--- config.mk ---
export PLATFORM = sky130hd
export DESIGN_NAME = disturbance_recorder_control
export DESIGN_NICKNAME = d
export VERILOG_FILES = /design/src/dr_pkg.sv /design/src/disturbance_recorder_control.sv
export SDC_FILE = /design/constraint.sdc
export NUM_CORES = 2
export LEC_CHECK = 0
export BUFFER_PORTS_ARGS = -buffer_cell sky130_fd_sc_hd__buf_2
export CAP_MARGIN = 20
export CORE_AREA = 2 2 597 599
export DETAILED_ROUTE_END_ITERATION = 10
export DIE_AREA = 0 0 599 601
export GPL_TIMING_DRIVEN = 0
export PLACE_DENSITY_LB_ADDON = 0.1
export SYNTH_ARGS = -nofsm -noshare
export SYNTH_HDL_FRONTEND = slang
export SYNTH_SLANG_ARGS = --single-unit
export TNS_END_PERCENT = 50
--- constraint.sdc ---
create_clock -name mclk -period 14.3 [get_ports mclk]
set_input_delay 2.145 -clock mclk [delete_from_list [all_inputs] [get_ports mclk]]
set_output_delay 2.145 -clock mclk [all_outputs]
set_load 0.02 [all_outputs]
--- src/dr_pkg.sv ---
// constants, types and register map for the disturbance recorder control
// assumes one 100 MHz clock and a simple strobe-based register port
package dr_pkg;

  // ----------------------------------------------------------------
  // register byte offsets
  // ----------------------------------------------------------------
  localparam logic [7:0] A_CTRL   = 8'h00;
  localparam logic [7:0] A_CMD    = 8'h04;
  localparam logic [7:0] A_CLRIDX = 8'h08;
  localparam logic [7:0] A_TRGSEL = 8'h0C;
  localparam logic [7:0] A_PRE    = 8'h10;
  localparam logic [7:0] A_LEN    = 8'h14;
  localparam logic [7:0] A_CHANS  = 8'h18;
  localparam logic [7:0] A_STATUS = 8'h1C;
  localparam logic [7:0] A_CAP    = 8'h20;
  localparam logic [7:0] A_MAXLEN = 8'h24;
  localparam logic [7:0] A_MAXPRE = 8'h28;
  localparam logic [7:0] A_BIN    = 8'h2C;
  localparam logic [7:0] A_RECSEL = 8'h30;
  localparam logic [7:0] A_RECID  = 8'h34;

  // command bit positions and reset values
  localparam int unsigned CMD_TRIG = 0;
  localparam int unsigned CMD_ALL  = 1;
  localparam int unsigned CMD_NEW  = 2;
  localparam int unsigned CMD_OLD  = 3;
  localparam logic [31:0] PRE_RST  = 32'h0000_00C8;  // 200 ms
  localparam logic [31:0] LEN_RST  = 32'h0000_03E8;  // 1000 ms

  // ----------------------------------------------------------------
  // limits and timing
  // ----------------------------------------------------------------
  localparam logic [6:0]  MAX_RECS     = 7'h64;          // 100 recordings
  localparam logic [31:0] LEN_LIMIT_MS = 32'h001B_7740;  // 1800.000 s
  localparam int unsigned NOM_HZ       = 50;
  localparam int unsigned DIG_RATE_5MS = 200;            // samples per second
  localparam int unsigned DIG_RATE_1MS = 1000;
  localparam int unsigned CLK_NS       = 10;
  localparam int unsigned MS_NS        = 1000000;
  localparam int unsigned CYC_PER_MS   = MS_NS / CLK_NS;
  localparam logic [3:0]  STORE_CYC    = 4'h8;
  localparam logic [47:0] MEM_SMS_DEF  = 48'h0007_7359_4000; // sample-ms units

  // rate field: 0=64, 1=32, 2=16, 3=8 samples per cycle
  typedef struct packed {
    logic       dig_1ms;
    logic [1:0] rate;
    logic       retain;
    logic       enable;
  } ctrl_t;
  localparam ctrl_t CTRL_RST = '{dig_1ms: 1'b0, rate: 2'h0, retain: 1'b0, enable: 1'b1};

  typedef struct packed {
    logic [7:0]  addr;
    logic [31:0] wdata;
    logic        wr;
    logic        rd;
  } bus_req_t;

  typedef enum logic [1:0] {
    ST_IDLE = 2'b00, ST_TRIGD = 2'b01, ST_RECORD = 2'b11, ST_STORE = 2'b10
  } state_t;

  typedef enum logic [2:0] {
    S_READY = 3'h0, S_TRIGGERED = 3'h1, S_REC_STORE = 3'h2,
    S_STORING = 3'h3, S_FULL = 3'h4, S_WRONG = 3'h5
  } status_t;

endpackage

--- src/disturbance_recorder_control.sv ---
// disturbance recorder control: triggering, recording store, status
// assumes software on the same clock and binary channels from pins
//
// Design decisions made here: the address map and the plain strobed port.
`timescale 1ns/10ps
module disturbance_recorder_control #(
  parameter int unsigned NDIN       = 16,
  parameter int unsigned CYC_PER_MS = dr_pkg::CYC_PER_MS,
  parameter logic [47:0] MEM_SMS    = dr_pkg::MEM_SMS_DEF
) (
  input  wire logic             mclk,
  input  wire logic             rstn,
  input  wire dr_pkg::bus_req_t bus,
  output logic [31:0]           rdata,
  input  wire logic [NDIN-1:0]  din,
  input  wire logic             phase_sequence_reversed,
  input  wire logic             internal_fault,
  input  wire logic             time_sync_lost_flag,
  output dr_pkg::status_t       status,
  output logic [6:0]            rec_count,
  output logic                  recording
);
  import dr_pkg::*;

  localparam int unsigned NSRC = NDIN + 5;

  // ----------------------------------------------------------------
  // pin synchronisers and binary channel vector
  // ----------------------------------------------------------------
  logic [NDIN+2:0] pin_m_q;
  logic [NDIN+2:0] pin_s_q;
  logic [NSRC-1:0] src;
  logic [NSRC-1:0] src_q;

  // two flops per pin; only the second stage feeds logic
  always_ff @(posedge mclk or negedge rstn) begin
    if (!rstn) begin
      pin_m_q <= '0;
      pin_s_q <= '0;
    end else begin
      pin_m_q <= {time_sync_lost_flag, internal_fault, phase_sequence_reversed, din};
      pin_s_q <= pin_m_q;
    end
  end

  // internal fault channel, sync alarm channel
  assign src = {pin_s_q[NDIN+2:NDIN], 1'b1, 1'b0, pin_s_q[NDIN-1:0]};

  // reset to the idle levels, constant-one channel included, so no false edge follows reset
  always_ff @(posedge mclk or negedge rstn) begin
    if (!rstn) src_q <= {3'b000, 1'b1, 1'b0, {NDIN{1'b0}}};
    else       src_q <= src;
  end

  // ----------------------------------------------------------------
  // settings registers
  // ----------------------------------------------------------------
  ctrl_t           ctrl_q;
  logic [NSRC-1:0] sel_q;
  logic [31:0]     pre_q;
  logic [31:0]     len_q;
  logic [4:0]      ach_q;
  logic [5:0]      dch_q;
  logic [6:0]      recsel_q;

  always_ff @(posedge mclk or negedge rstn) begin
    if (!rstn) begin
      ctrl_q   <= CTRL_RST;
      sel_q    <= '0;
      pre_q    <= PRE_RST;
      len_q    <= LEN_RST;
      ach_q    <= '0;
      dch_q    <= '0;
      recsel_q <= '0;
    end else if (bus.wr) begin
      unique case (bus.addr)
        A_CTRL:   ctrl_q   <= ctrl_t'(bus.wdata[4:0]);
        A_TRGSEL: sel_q    <= bus.wdata[NSRC-1:0];
        A_PRE:    pre_q    <= bus.wdata;
        A_LEN:    len_q    <= bus.wdata;
        A_CHANS: begin
          ach_q <= bus.wdata[4:0];
          dch_q <= bus.wdata[13:8];
        end
        A_RECSEL: recsel_q <= bus.wdata[6:0];
        default: ;
      endcase
    end
  end

  // command strokes are pulses; the command register reads back idle
  logic cmd_wr;
  logic idx_wr;
  logic man_trig;
  logic cmd_all;
  logic cmd_new;
  logic cmd_old;
  logic cmd_any;
  assign cmd_wr   = bus.wr && (bus.addr == A_CMD);
  assign idx_wr   = bus.wr && (bus.addr == A_CLRIDX);
  assign man_trig = cmd_wr && bus.wdata[CMD_TRIG];
  assign cmd_all  = cmd_wr && bus.wdata[CMD_ALL];
  assign cmd_new  = cmd_wr && bus.wdata[CMD_NEW];
  assign cmd_old  = cmd_wr && bus.wdata[CMD_OLD];
  assign cmd_any  = cmd_all || cmd_new || cmd_old || idx_wr;

  // ----------------------------------------------------------------
  // capacity calculation
  // ----------------------------------------------------------------
  logic [31:0] spc;
  logic [31:0] rate_u;
  logic [47:0] size_u;
  // data rate from channels and sample rates
  assign spc    = 32'd64 >> ctrl_q.rate;
  assign rate_u = 32'(ach_q) * spc * NOM_HZ
                + 32'(dch_q) * (ctrl_q.dig_1ms ? DIG_RATE_1MS : DIG_RATE_5MS);
  assign size_u = 48'(rate_u) * 48'(len_q);

  // one shared restoring divider alternates between length and count
  logic [47:0] rem_q;
  logic [47:0] quo_q;
  logic [47:0] dvs_q;
  logic [5:0]  it_q;
  logic        ph_q;
  logic        done_q;
  logic [31:0] maxlen_q;
  logic [6:0]  cap_q;
  logic [47:0] rs;
  assign rs = {rem_q[46:0], quo_q[47]};

  always_ff @(posedge mclk or negedge rstn) begin
    if (!rstn) begin
      rem_q    <= '0;
      quo_q    <= '0;
      dvs_q    <= '0;
      it_q     <= '0;
      ph_q     <= 1'b0;
      done_q   <= 1'b0;
      maxlen_q <= '0;
      cap_q    <= '0;
    end else if (it_q == 6'd0) begin
      if (done_q) begin
        // length clamped at the upper limit
        if (!ph_q) maxlen_q <= (quo_q > 48'(LEN_LIMIT_MS)) ? LEN_LIMIT_MS : quo_q[31:0];
        else       cap_q <= (quo_q > 48'(MAX_RECS)) ? MAX_RECS : quo_q[6:0];
        ph_q <= !ph_q;
      end
      rem_q  <= '0;
      quo_q  <= MEM_SMS;
      dvs_q  <= done_q ? (ph_q ? 48'(rate_u) : size_u) : (ph_q ? size_u : 48'(rate_u));
      it_q   <= 6'd48;
      done_q <= 1'b0;
    end else begin
      if (rs >= dvs_q) begin
        rem_q <= rs - dvs_q;
        quo_q <= {quo_q[46:0], 1'b1};
      end else begin
        rem_q <= rs;
        quo_q <= {quo_q[46:0], 1'b0};
      end
      it_q   <= it_q - 6'd1;
      done_q <= (it_q == 6'd1);
    end
  end

  // ----------------------------------------------------------------
  // configuration check and trigger qualification
  // ----------------------------------------------------------------
  logic        bad_pre;
  logic        bad_ovw;
  logic        bad_rate;
  logic        wrong;
  logic        full;
  logic        src_hit;
  logic        start_ok;
  logic [31:0] maxpre;
  state_t      state_q;
  logic [6:0]  count_q;

  assign bad_pre  = pre_q > maxlen_q;
  assign bad_ovw  = (cap_q == 7'd1) && !ctrl_q.retain;
  // fast digital sampling needs 32 or 64 s/c
  assign bad_rate = ctrl_q.dig_1ms && ctrl_q.rate[1];
  assign wrong    = bad_pre || bad_ovw || bad_rate;
  assign full     = count_q >= cap_q;
  assign maxpre   = (len_q < maxlen_q) ? len_q : maxlen_q;

  assign src_hit  = |(sel_q & src & ~src_q);
  // manual or automatic start, enable gates it
  // refused when wrong or full in retain mode
  assign start_ok = ctrl_q.enable && !wrong && (man_trig || src_hit)
                 && !(full && (ctrl_q.retain || cap_q == 7'd0));

  // ----------------------------------------------------------------
  // recording sequence
  // ----------------------------------------------------------------
  logic [31:0] ms_cnt_q;
  logic        ms_tick;
  logic [31:0] post_q;
  logic [3:0]  stc_q;
  logic        sh_busy_q;
  logic        commit;
  logic        ovw;
  logic        drop;

  // free-running millisecond tick
  assign ms_tick = (ms_cnt_q == 32'(CYC_PER_MS - 1));
  always_ff @(posedge mclk or negedge rstn) begin
    if (!rstn)        ms_cnt_q <= '0;
    else if (ms_tick) ms_cnt_q <= '0;
    else              ms_cnt_q <= ms_cnt_q + 32'd1;
  end

  // clears take the slot first; storage waits until they and any compaction finish
  assign commit = (state_q == ST_STORE) && (stc_q == 4'd0) && !sh_busy_q
               && !cmd_any && (count_q < cap_q);
  // overwrite mode evicts oldest when full
  assign ovw    = (state_q == ST_STORE) && (stc_q == 4'd0) && !sh_busy_q
               && !cmd_any && full && !ctrl_q.retain && (count_q != 7'd0);
  assign drop   = (state_q == ST_STORE) && (stc_q == 4'd0) && !sh_busy_q
               && !cmd_any && full && (ctrl_q.retain || count_q == 7'd0);

  always_ff @(posedge mclk or negedge rstn) begin
    if (!rstn) begin
      state_q <= ST_IDLE;
      post_q  <= '0;
      stc_q   <= '0;
    end else begin
      unique case (state_q)
        ST_IDLE: if (start_ok) state_q <= ST_TRIGD;
        ST_TRIGD: begin
          // pretrigger part already captured, record the rest
          post_q  <= (len_q > pre_q) ? len_q - pre_q : 32'd0;
          state_q <= ST_RECORD;
        end
        ST_RECORD: begin
          if (post_q == 32'd0) begin
            stc_q   <= STORE_CYC;
            state_q <= ST_STORE;
          end else if (ms_tick) begin
            post_q <= post_q - 32'd1;
          end
        end
        ST_STORE: begin
          if (stc_q != 4'd0) stc_q <= stc_q - 4'd1;
          else if (commit || drop) state_q <= ST_IDLE;
        end
      endcase
    end
  end

  // ----------------------------------------------------------------
  // recording store, oldest first
  // ----------------------------------------------------------------
  logic [15:0] mem [MAX_RECS];
  logic [15:0] ser_q;
  logic [6:0]  sh_pos_q;
  logic        sh_fin;
  logic        del_start;
  logic [6:0]  del_idx;
  logic        new_ok;

  assign sh_fin = sh_busy_q && (sh_pos_q + 7'd1 >= count_q);

  always_comb begin
    del_start = 1'b0;
    del_idx   = '0;
    if (!sh_busy_q && !cmd_all) begin
      if (cmd_old && count_q != 7'd0) begin
        del_start = 1'b1;
      // index one names the first recording
      end else if (idx_wr && bus.wdata != 32'd0 && bus.wdata <= 32'(count_q)) begin
        del_start = 1'b1;
        del_idx   = bus.wdata[6:0] - 7'd1;
      end else if (ovw) begin
        del_start = 1'b1;
      end
    end
  end
  // newest is the top slot, drop it directly
  assign new_ok = cmd_new && !sh_busy_q && !cmd_all && !del_start && (count_q != 7'd0);

  // deletion compacts the store one slot per cycle
  always_ff @(posedge mclk or negedge rstn) begin
    if (!rstn) begin
      sh_busy_q <= 1'b0;
      sh_pos_q  <= '0;
    end else if (cmd_all || sh_fin) begin
      sh_busy_q <= 1'b0;
    end else if (sh_busy_q) begin
      sh_pos_q <= sh_pos_q + 7'd1;
    end else if (del_start) begin
      sh_busy_q <= 1'b1;
      sh_pos_q  <= del_idx;
    end
  end

  // entry contents hold a serial id; no reset needed for data
  always_ff @(posedge mclk) begin
    if (commit) mem[count_q] <= ser_q;
    else if (sh_busy_q && !sh_fin) mem[sh_pos_q] <= mem[sh_pos_q + 7'd1];
  end

  // clear all wins; append only below capacity
  always_ff @(posedge mclk or negedge rstn) begin
    if (!rstn) begin
      count_q <= '0;
      ser_q   <= '0;
    end else begin
      if (cmd_all) count_q <= '0;
      else if (commit) count_q <= count_q + 7'd1;
      else if (sh_fin || new_ok) count_q <= count_q - 7'd1;
      if (commit) ser_q <= ser_q + 16'd1;
    end
  end

  // ----------------------------------------------------------------
  // outputs and read port
  // ----------------------------------------------------------------
  status_t status_d;
  always_comb begin
    // wrong config outranks the sequence state
    if (wrong) status_d = S_WRONG;
    else begin
      unique case (state_q)
        ST_IDLE:   status_d = full ? S_FULL : S_READY;
        ST_TRIGD:  status_d = S_TRIGGERED;
        ST_RECORD: status_d = S_REC_STORE;
        ST_STORE:  status_d = S_STORING;
      endcase
    end
  end

  always_ff @(posedge mclk or negedge rstn) begin
    if (!rstn) begin
      status    <= S_READY;
      rec_count <= '0;
      recording <= 1'b0;
    end else begin
      status    <= status_d;
      rec_count <= count_q;
      recording <= (state_q != ST_IDLE);
    end
  end

  // data stand only in the cycle after the read strobe
  always_ff @(posedge mclk or negedge rstn) begin
    if (!rstn) rdata <= '0;
    else if (!bus.rd) rdata <= '0;
    else begin
      unique case (bus.addr)
        A_CTRL:   rdata <= 32'(ctrl_q);
        A_TRGSEL: rdata <= 32'(sel_q);
        A_PRE:    rdata <= pre_q;
        A_LEN:    rdata <= len_q;
        A_CHANS:  rdata <= {18'd0, dch_q, 3'd0, ach_q};
        A_STATUS: rdata <= {17'd0, count_q, 5'd0, status_d};
        A_CAP:    rdata <= 32'(cap_q);
        A_MAXLEN: rdata <= maxlen_q;
        A_MAXPRE: rdata <= maxpre;
        A_BIN:    rdata <= 32'(src);
        A_RECSEL: rdata <= 32'(recsel_q);
        A_RECID:  rdata <= (recsel_q < count_q) ? 32'(mem[recsel_q]) : 32'd0;
        default:  rdata <= '0;
      endcase
    end
  end
endmodule

Yosys cells after proc, flatten, opt, wreduce, memory -nomap -nowiden

Memories as Yosys holds them, arrays and structs flattened.
Index checks and enable logic that the tools add are counted.

Add/sub/neg operators: 12
Multiply operators: 4
Div/mod/pow operators: 0
Order comparisons: 11
Equal/unequal tests: 26
Shift-type cells: 1
Mux-type cells: 55
Bitwise gates (word level): 5
Reductions and logical operators: 80

Operators with widths:

| kind                    | number |
|---|---|
| $pmux W32 S12           | 1 |
| $mux W32                | 7 |
| $mux W48                | 4 |
| $mux W47                | 2 |
| $mux W7                 | 10 |
| $gt A32 B32 Y1          | 2 |
| $pmux W32 S2            | 1 |
| $eq A8 B6 Y1 const B    | 6 |
| $ge A48 B48 Y1          | 1 |
| $gt A48 B21 Y1 const B  | 1 |
| $gt A48 B7 Y1 const B   | 1 |
| $mul A32 B32 Y48        | 1 |
| $sub A47 B47 Y47        | 1 |
| $and A21 B21 Y21        | 2 |
| $add A32 B1 Y32 const B | 1 |
| $add A32 B16 Y32        | 1 |
| $eq A32 B17 Y1 const B  | 1 |
| $eq A8 B5 Y1 const B    | 4 |
| $le A32 B7 Y1           | 1 |
| $logic_not A32 Y1       | 1 |
| $lt A32 B32 Y1          | 1 |
| $mul A32 B5 Y31 const B | 1 |
| $mul A5 B32 Y32         | 1 |
| $mux W16                | 2 |
| 48 further kinds        | 140 |

Flip-flop bits (word level): 499
Latch bits: 0
Bits in writable memories: 1,600
Memory bits (read-only): 0
Bits of input ports: 63
Word-level logic and storage cells: 228
Memories kept: 1

Memories:

| name | words | bits a word | rd ports | clocked after memory_dff | write ports | RTL line                            | text |
|---|---|---|---|---|---|---|---|
| mem  | 100   | 16          | 2        | 0                        | 1           | disturbance_recorder_control.sv:255 | `logic [15:0] mem [MAX_RECS];` |

Depth between registers and ports, before layout

Depth after elaboration: 22
Mapped depth: 60
Gate-level depth less buffers: 57

Worst setup path before layout

OpenSTA, ideal clock, no wires.

Path kind: register to register
Start point: register ctrl_q[2] (netlist bit)
End point: register dvs_q[41]
Setup time: 0.101 ns
Arrival time: 13.439 ns
Data required time: 14.199 ns
Slack: 0.761 ns
Stages on the path, launching flop included: 52
Buffers on the path: 2
Period minus slack after synthesis: 13.539 ns
Path through: dfrtp_1 clkbuf_1 nor2b_1 nand2_1 fa_1 inv_1 fa_1 ha_1 ha_1 a21oi_1 o21bai_1 xor2_1 ha_1 ha_1 fa_1 ha_1 o21ai_0 nor2b_1 (+16 left out) inv_1 fa_1 fa_1 fa_1 inv_1 fa_1 inv_1 ha_1 a21oi_1 o21ai_0 o31ai_1 o31ai_1 o21ai_0 a21boi_0 o21ai_0 a21boi_0 o21a_1 o32ai_1

Cells in the longest elaborated chain, start to end: 7
Elaborated cells on any way between the ends: 8
Classes of those cells: 1 x add/sub; 3 x mul; 1 x shift; 3 x mux

Ends and longest elaborated chain:

| what                   | RTL line                            | text |
|---|---|---|
| start, declared        | disturbance_recorder_control.sv:58  | `ctrl_t ctrl_q;` |
| start signal, assigned | disturbance_recorder_control.sv:77  | `A_CTRL: ctrl_q <= ctrl_t'(bus.wdata[4:0]);` |
| $shr A7 B2 Y32 (*)     | disturbance_recorder_control.sv:114 | `assign spc = 32'd64 >> ctrl_q.rate;` |
| $mul A5 B32 Y32 (*)    | disturbance_recorder_control.sv:115 | `assign rate_u = 32'(ach_q) * spc * NOM_HZ` |
| $mul A32 B5 Y31 (*)    | disturbance_recorder_control.sv:115 |  |
| $add A32 B16 Y32 (*)   | disturbance_recorder_control.sv:116 | `+ 32'(dch_q) * (ctrl_q.dig_1ms ? DIG_RATE_1MS : DIG_RATE_5MS);` |
| $mul A32 B32 Y48 (*)   | disturbance_recorder_control.sv:117 | `assign size_u = 48'(rate_u) * 48'(len_q);` |
| $mux W48               | disturbance_recorder_control.sv:150 | `dvs_q <= done_q ? (ph_q ? 48'(rate_u) : size_u) : (ph_q ? size_u : 48'(rate_u));` |
| $mux W48 (*)           | disturbance_recorder_control.sv:150 |  |
| end signal, assigned   | disturbance_recorder_control.sv:150 |  |
| end, declared          | disturbance_recorder_control.sv:122 | `logic [47:0] dvs_q;` |

Every way passes the cells marked *; elsewhere a longest branch is shown, timed or not.
A chain may end at the register's enable or synchronous reset.

Worst setup path after layout

Start point: register ctrl_q[3] (netlist bit)
End point: register dvs_q[47]

Same word-level chain as after synthesis.

==> summary.md <==
| Metric | Value |
|---|---|
| RePlAce Congestion | `1.01` |
| Vias per cell | `5.83` |
| # fillers | `33.1k` |
| Final Critical Period | `13.85 ns` |
| Initial antenna violation count | `71` |
| Ys async rst share | `23.7%` |
| Final hold violations | `0` |
| Largest family of logic cells by synthesized area | `multiplexers` |
| Post-Syn Area | `123000 sq um` |
| Final hold slack | `0.344 ns` |
| Area Growth Syn to Fin | `15.9%` |
| Initial DRC Count | `10.1k` |
| Synth Warn # | `0` |
| Post-Synthesis Cells | `9021` |
| Post-synth EDFFs | `1600` |
| CTS Hold Bufs | `0` |
| Global-route usage over all layers | `27.7%` |
| Final setup vio count | `0` |
| # IOs | `106` |
| DR DRC count | `0` |
| CTS Buf Count | `241` |
| Vias in the first global route | `86.2k` |
| Hpwl dp | `390000 um` |
| Xor/xnor share of the synthesized area | `1.26%` |
| Period utilization | `96.8%` |
| Power per cell area | `173 nW/um^2` |
| Adder-cell area share of the yosys netlist | `13.1%` |
| Busiest metal layer after global routing | `met2` |
| Max-cap violations | `0` |
| Crit path max fanout | `10` |
| CTS sink count | `2096` |
| Die span in y | `601 um` |
| Initial Utilization | `34.9%` |
| Mean Syn Cell Area | `13.7 sq um` |
| Final ANT Viol Nets | `0` |
| Sequential-to-total area share from yosys stat | `49.0%` |
| Die width | `599 um` |
| Via count | `85.2k` |
| Core Box Area | `354000 sq um` |
| Total power | `24.8 mW` |
| Root buffer cell | `clkbuf_16` |
| Clk_lat worst skew | `1.01 ns` |
| Clock skew | `0.199 ns` |
| Hold crit path type | `reg -> reg` |
| Worst IR drop on VDD | `145 uV` |
| Slew @ Worst Pin | `1.40 ns` |
| Setup_tns | `0 ns` |
| Simple-Gate Fraction of Synth Area | `8.74%` |
| Clk slew on worst S/H paths | `0.06 ns` |
| First-pass iteration count of the detailed router | `7` |
| Total Wirelength | `503000 um` |
| Biggest cell delay along the critical path | `0.57 ns` |
| Synthesized Nets | `10.1k` |
| WS Path Type | `reg -> reg` |
| Fin. max-slew vios | `0` |
| Routed WL per cell | `34.4 um` |
| Compound-Gate Fraction of Synth Area | `5.69%` |
| GR Layer Usage met2 | `44.9%` |
| Synth cell types | `88` |
| Most used DFF post-synth | `edfxtp_1` |
| Overall die area | `360000 sq um` |
| Lkg Pwr | `53.1 nW` |
| Critical Path Slowest Stage Cell | `fa_1` |
| Synthesis-stage register bit count | `2096` |
| Highest Clock Rate | `72.2 MHz` |
| CTS Buffer Depth | `4` |
| Total gr overflow | `0` |
| Worst rel slew slack | `6.03%` |
| Global-route wire length before repair | `695000 um` |
| Kind of end point of the critical path | `flip-flop` |
| Critical path arrival | `14.63 ns` |
| Crit-path most repeated cell | `fa_1` |
| Layout cells sized above 1 | `21.7%` |
| Num rows | `219` |
| Multiplexer share of the synthesized area | `18.1%` |
| H-tree depth | `4` |
| Met1 Use GR | `35.6%` |
| Global Route met3 Usage | `5.04%` |
| Largest net degree at the start of global routing | `119` |
| CTS tree | `yes` |
| Status | `completed` |
| Worst endpoint required time | `15.08 ns` |
| NumNets Final | `10.6k` |
| Setup crit start kind | `flip-flop` |
| Port Buffers | `104` |
## layer usage
metal	vias to the layer above	part of all wire, %
met4	16	5.6
met1	45300	39
met3	892	7.8
li1	34800	-
met2	4186	47
met5	-	0.021
## layout by cell type (no fill, tap or decap), drive strengths merged, types with 42 or more instances in the layout
master / n
a21o: 103
a21oi: 310
a22oi: 45
a311oi: 65
and2: 280
and3: 106
buf: 484
clkbuf: 690
clkinv: 99
dfrtp: 486
diode: 68
edfxtp: 1600
fa: 505
ha: 486
inv: 772
mux2: 130
mux4: 912
nand2: 1007
nand2b: 74
nand3: 249
nand4: 48
nor2: 314
nor3: 64
o21ai: 230
o22ai: 42
xnor2: 111
xor2: 64
## kinds of logic (layout without fill, tap and decap cells)
logic type	after synthesis	in the layout
xor+xnor	176	176
simple gates	2297	2297
buf+inv	1306	2081
mux	1071	1071
other cells	0	68
compound gates	1084	1084
fa+ha+maj	991	991
flops	2096	2096
## metrics by stage
stage	setup slack, ns	area, sq um	util (%)	instances
after floorplan	0.761	123000	-	9021
after global placement	-6.41	130000	36.7	13900
after detailed placement	-2.69	134000	37.9	14100
after CTS	0.00337	142000	40.2	14500
after global routing	-0.0234	143000	40.4	14600
final	0.453	143000	40.4	14600
## Yosys cell counts, drive strengths merged, types with 10 or more instances
| cell | count | area share [%] |
|---|---|---|
| a211oi | 28 | 0.17 |
| a21boi | 13 | 0.079 |
| a21o | 103 | 0.63 |
| a21oi | 310 | 1.3 |
| a221oi | 10 | 0.071 |
| a222oi | 19 | 0.15 |
| a22o | 11 | 0.078 |
| a22oi | 45 | 0.27 |
| a311oi | 65 | 0.46 |
| a31oi | 37 | 0.19 |
| a32oi | 13 | 0.092 |
| and2 | 280 | 1.4 |
| and3 | 106 | 0.54 |
| and4 | 10 | 0.071 |
| buf | 138 | 0.57 |
| clkbuf | 408 | 1.2 |
| dfrtp | 486 | 9.9 |
| dfstp | 10 | 0.21 |
| edfxtp | 1600 | 39 |
| fa | 505 | 8.2 |
| ha | 486 | 4.9 |
| inv | 760 | 2.3 |
| mux2 | 130 | 1.2 |
| mux2i | 29 | 0.24 |
| mux4 | 912 | 17 |
| nand2 | 1007 | 3.1 |
| nand2b | 74 | 0.38 |
| nand3 | 249 | 1.0 |
| nand4 | 48 | 0.24 |
| nor2 | 314 | 0.96 |
| nor2b | 35 | 0.18 |
| nor3 | 64 | 0.26 |
| nor4 | 37 | 0.19 |
| o211ai | 17 | 0.11 |
| o21a | 33 | 0.20 |
| o21ai | 230 | 0.93 |
| o21bai | 14 | 0.085 |
| o22ai | 42 | 0.21 |
| o31ai | 18 | 0.11 |
| or2 | 12 | 0.061 |
| or3 | 27 | 0.14 |
| xnor2 | 111 | 0.79 |
| xor2 | 64 | 0.45 |
## layout make-up
cell class	count	area [sq um]	area share [%]
sequential	2096	60500	42.3
multi-input combinational	5619	58900	41.2
clock buffer	300	6440	4.51
tap	4751	5940	4.16
timing repair buffer	340	4410	3.08
inverter	760	2850	2.00
buffer	535	2330	1.63
clock inverter	146	1470	1.02
antenna	68	170	0.119
## state kept, by name, indices dropped and copies added, names as in the netlist, 21 cells and up
signal    flops
post_q       32
maxlen_q     32
sel_q        21
rem_q        47
mem        1600
rdata        32
len_q        32
quo_q        48
dvs_q        45
ms_cnt_q     32
pre_q        32
## power by group
part / switching, mW / internal [mW]
combinational: 6.65 / 3.56
sequential: 0.322 / 7.95
clock: 2.70 / 3.62
## worst max-delay path: cells and delay by family, from the launching register on
family / cells / cell delay, ns
AOI/OAI and AO/OA: 11 / 1.89
xor gates and xnor gates: 3 / 0.76
adders and majority gates: 19 / 7.93
buffers and inverters: 10 / 1.11
DFF: 1 / 0.47
and+or+nand+nor: 8 / 1.56
## path summary, 6_finish.rpt
kind                                        from  slack, ns  cells after the start                     end
hold reg to reg            pin_m_q[11]$_DFF_PN0_       0.34                      0   pin_s_q[11]$_DFF_PN0_
setup / recovery           ctrl_q[3]$_DFFE_PN0P_       0.45                     51   dvs_q[47]$_DFFE_PN0P_
min in group asynchronous                   rstn       1.22                      1   dvs_q[33]$_DFFE_PN0P_
hold / removal             pin_m_q[11]$_DFF_PN0_       0.34                      0   pin_s_q[11]$_DFF_PN0_
setup reg to reg           ctrl_q[3]$_DFFE_PN0P_       0.45                     51   dvs_q[47]$_DFFE_PN0P_
max in group asynchronous                   rstn      11.62                      3  ms_cnt_q[12]$_DFF_PN0_
## timing repair
action | CTS | global route
setup buffers | 16 | 11
resized for setup | 92 | 86
pin swaps | 13 | 21
setup endpoints to repair | 30 | 29
No activity file was read; power rests on OpenSTA's default activity.
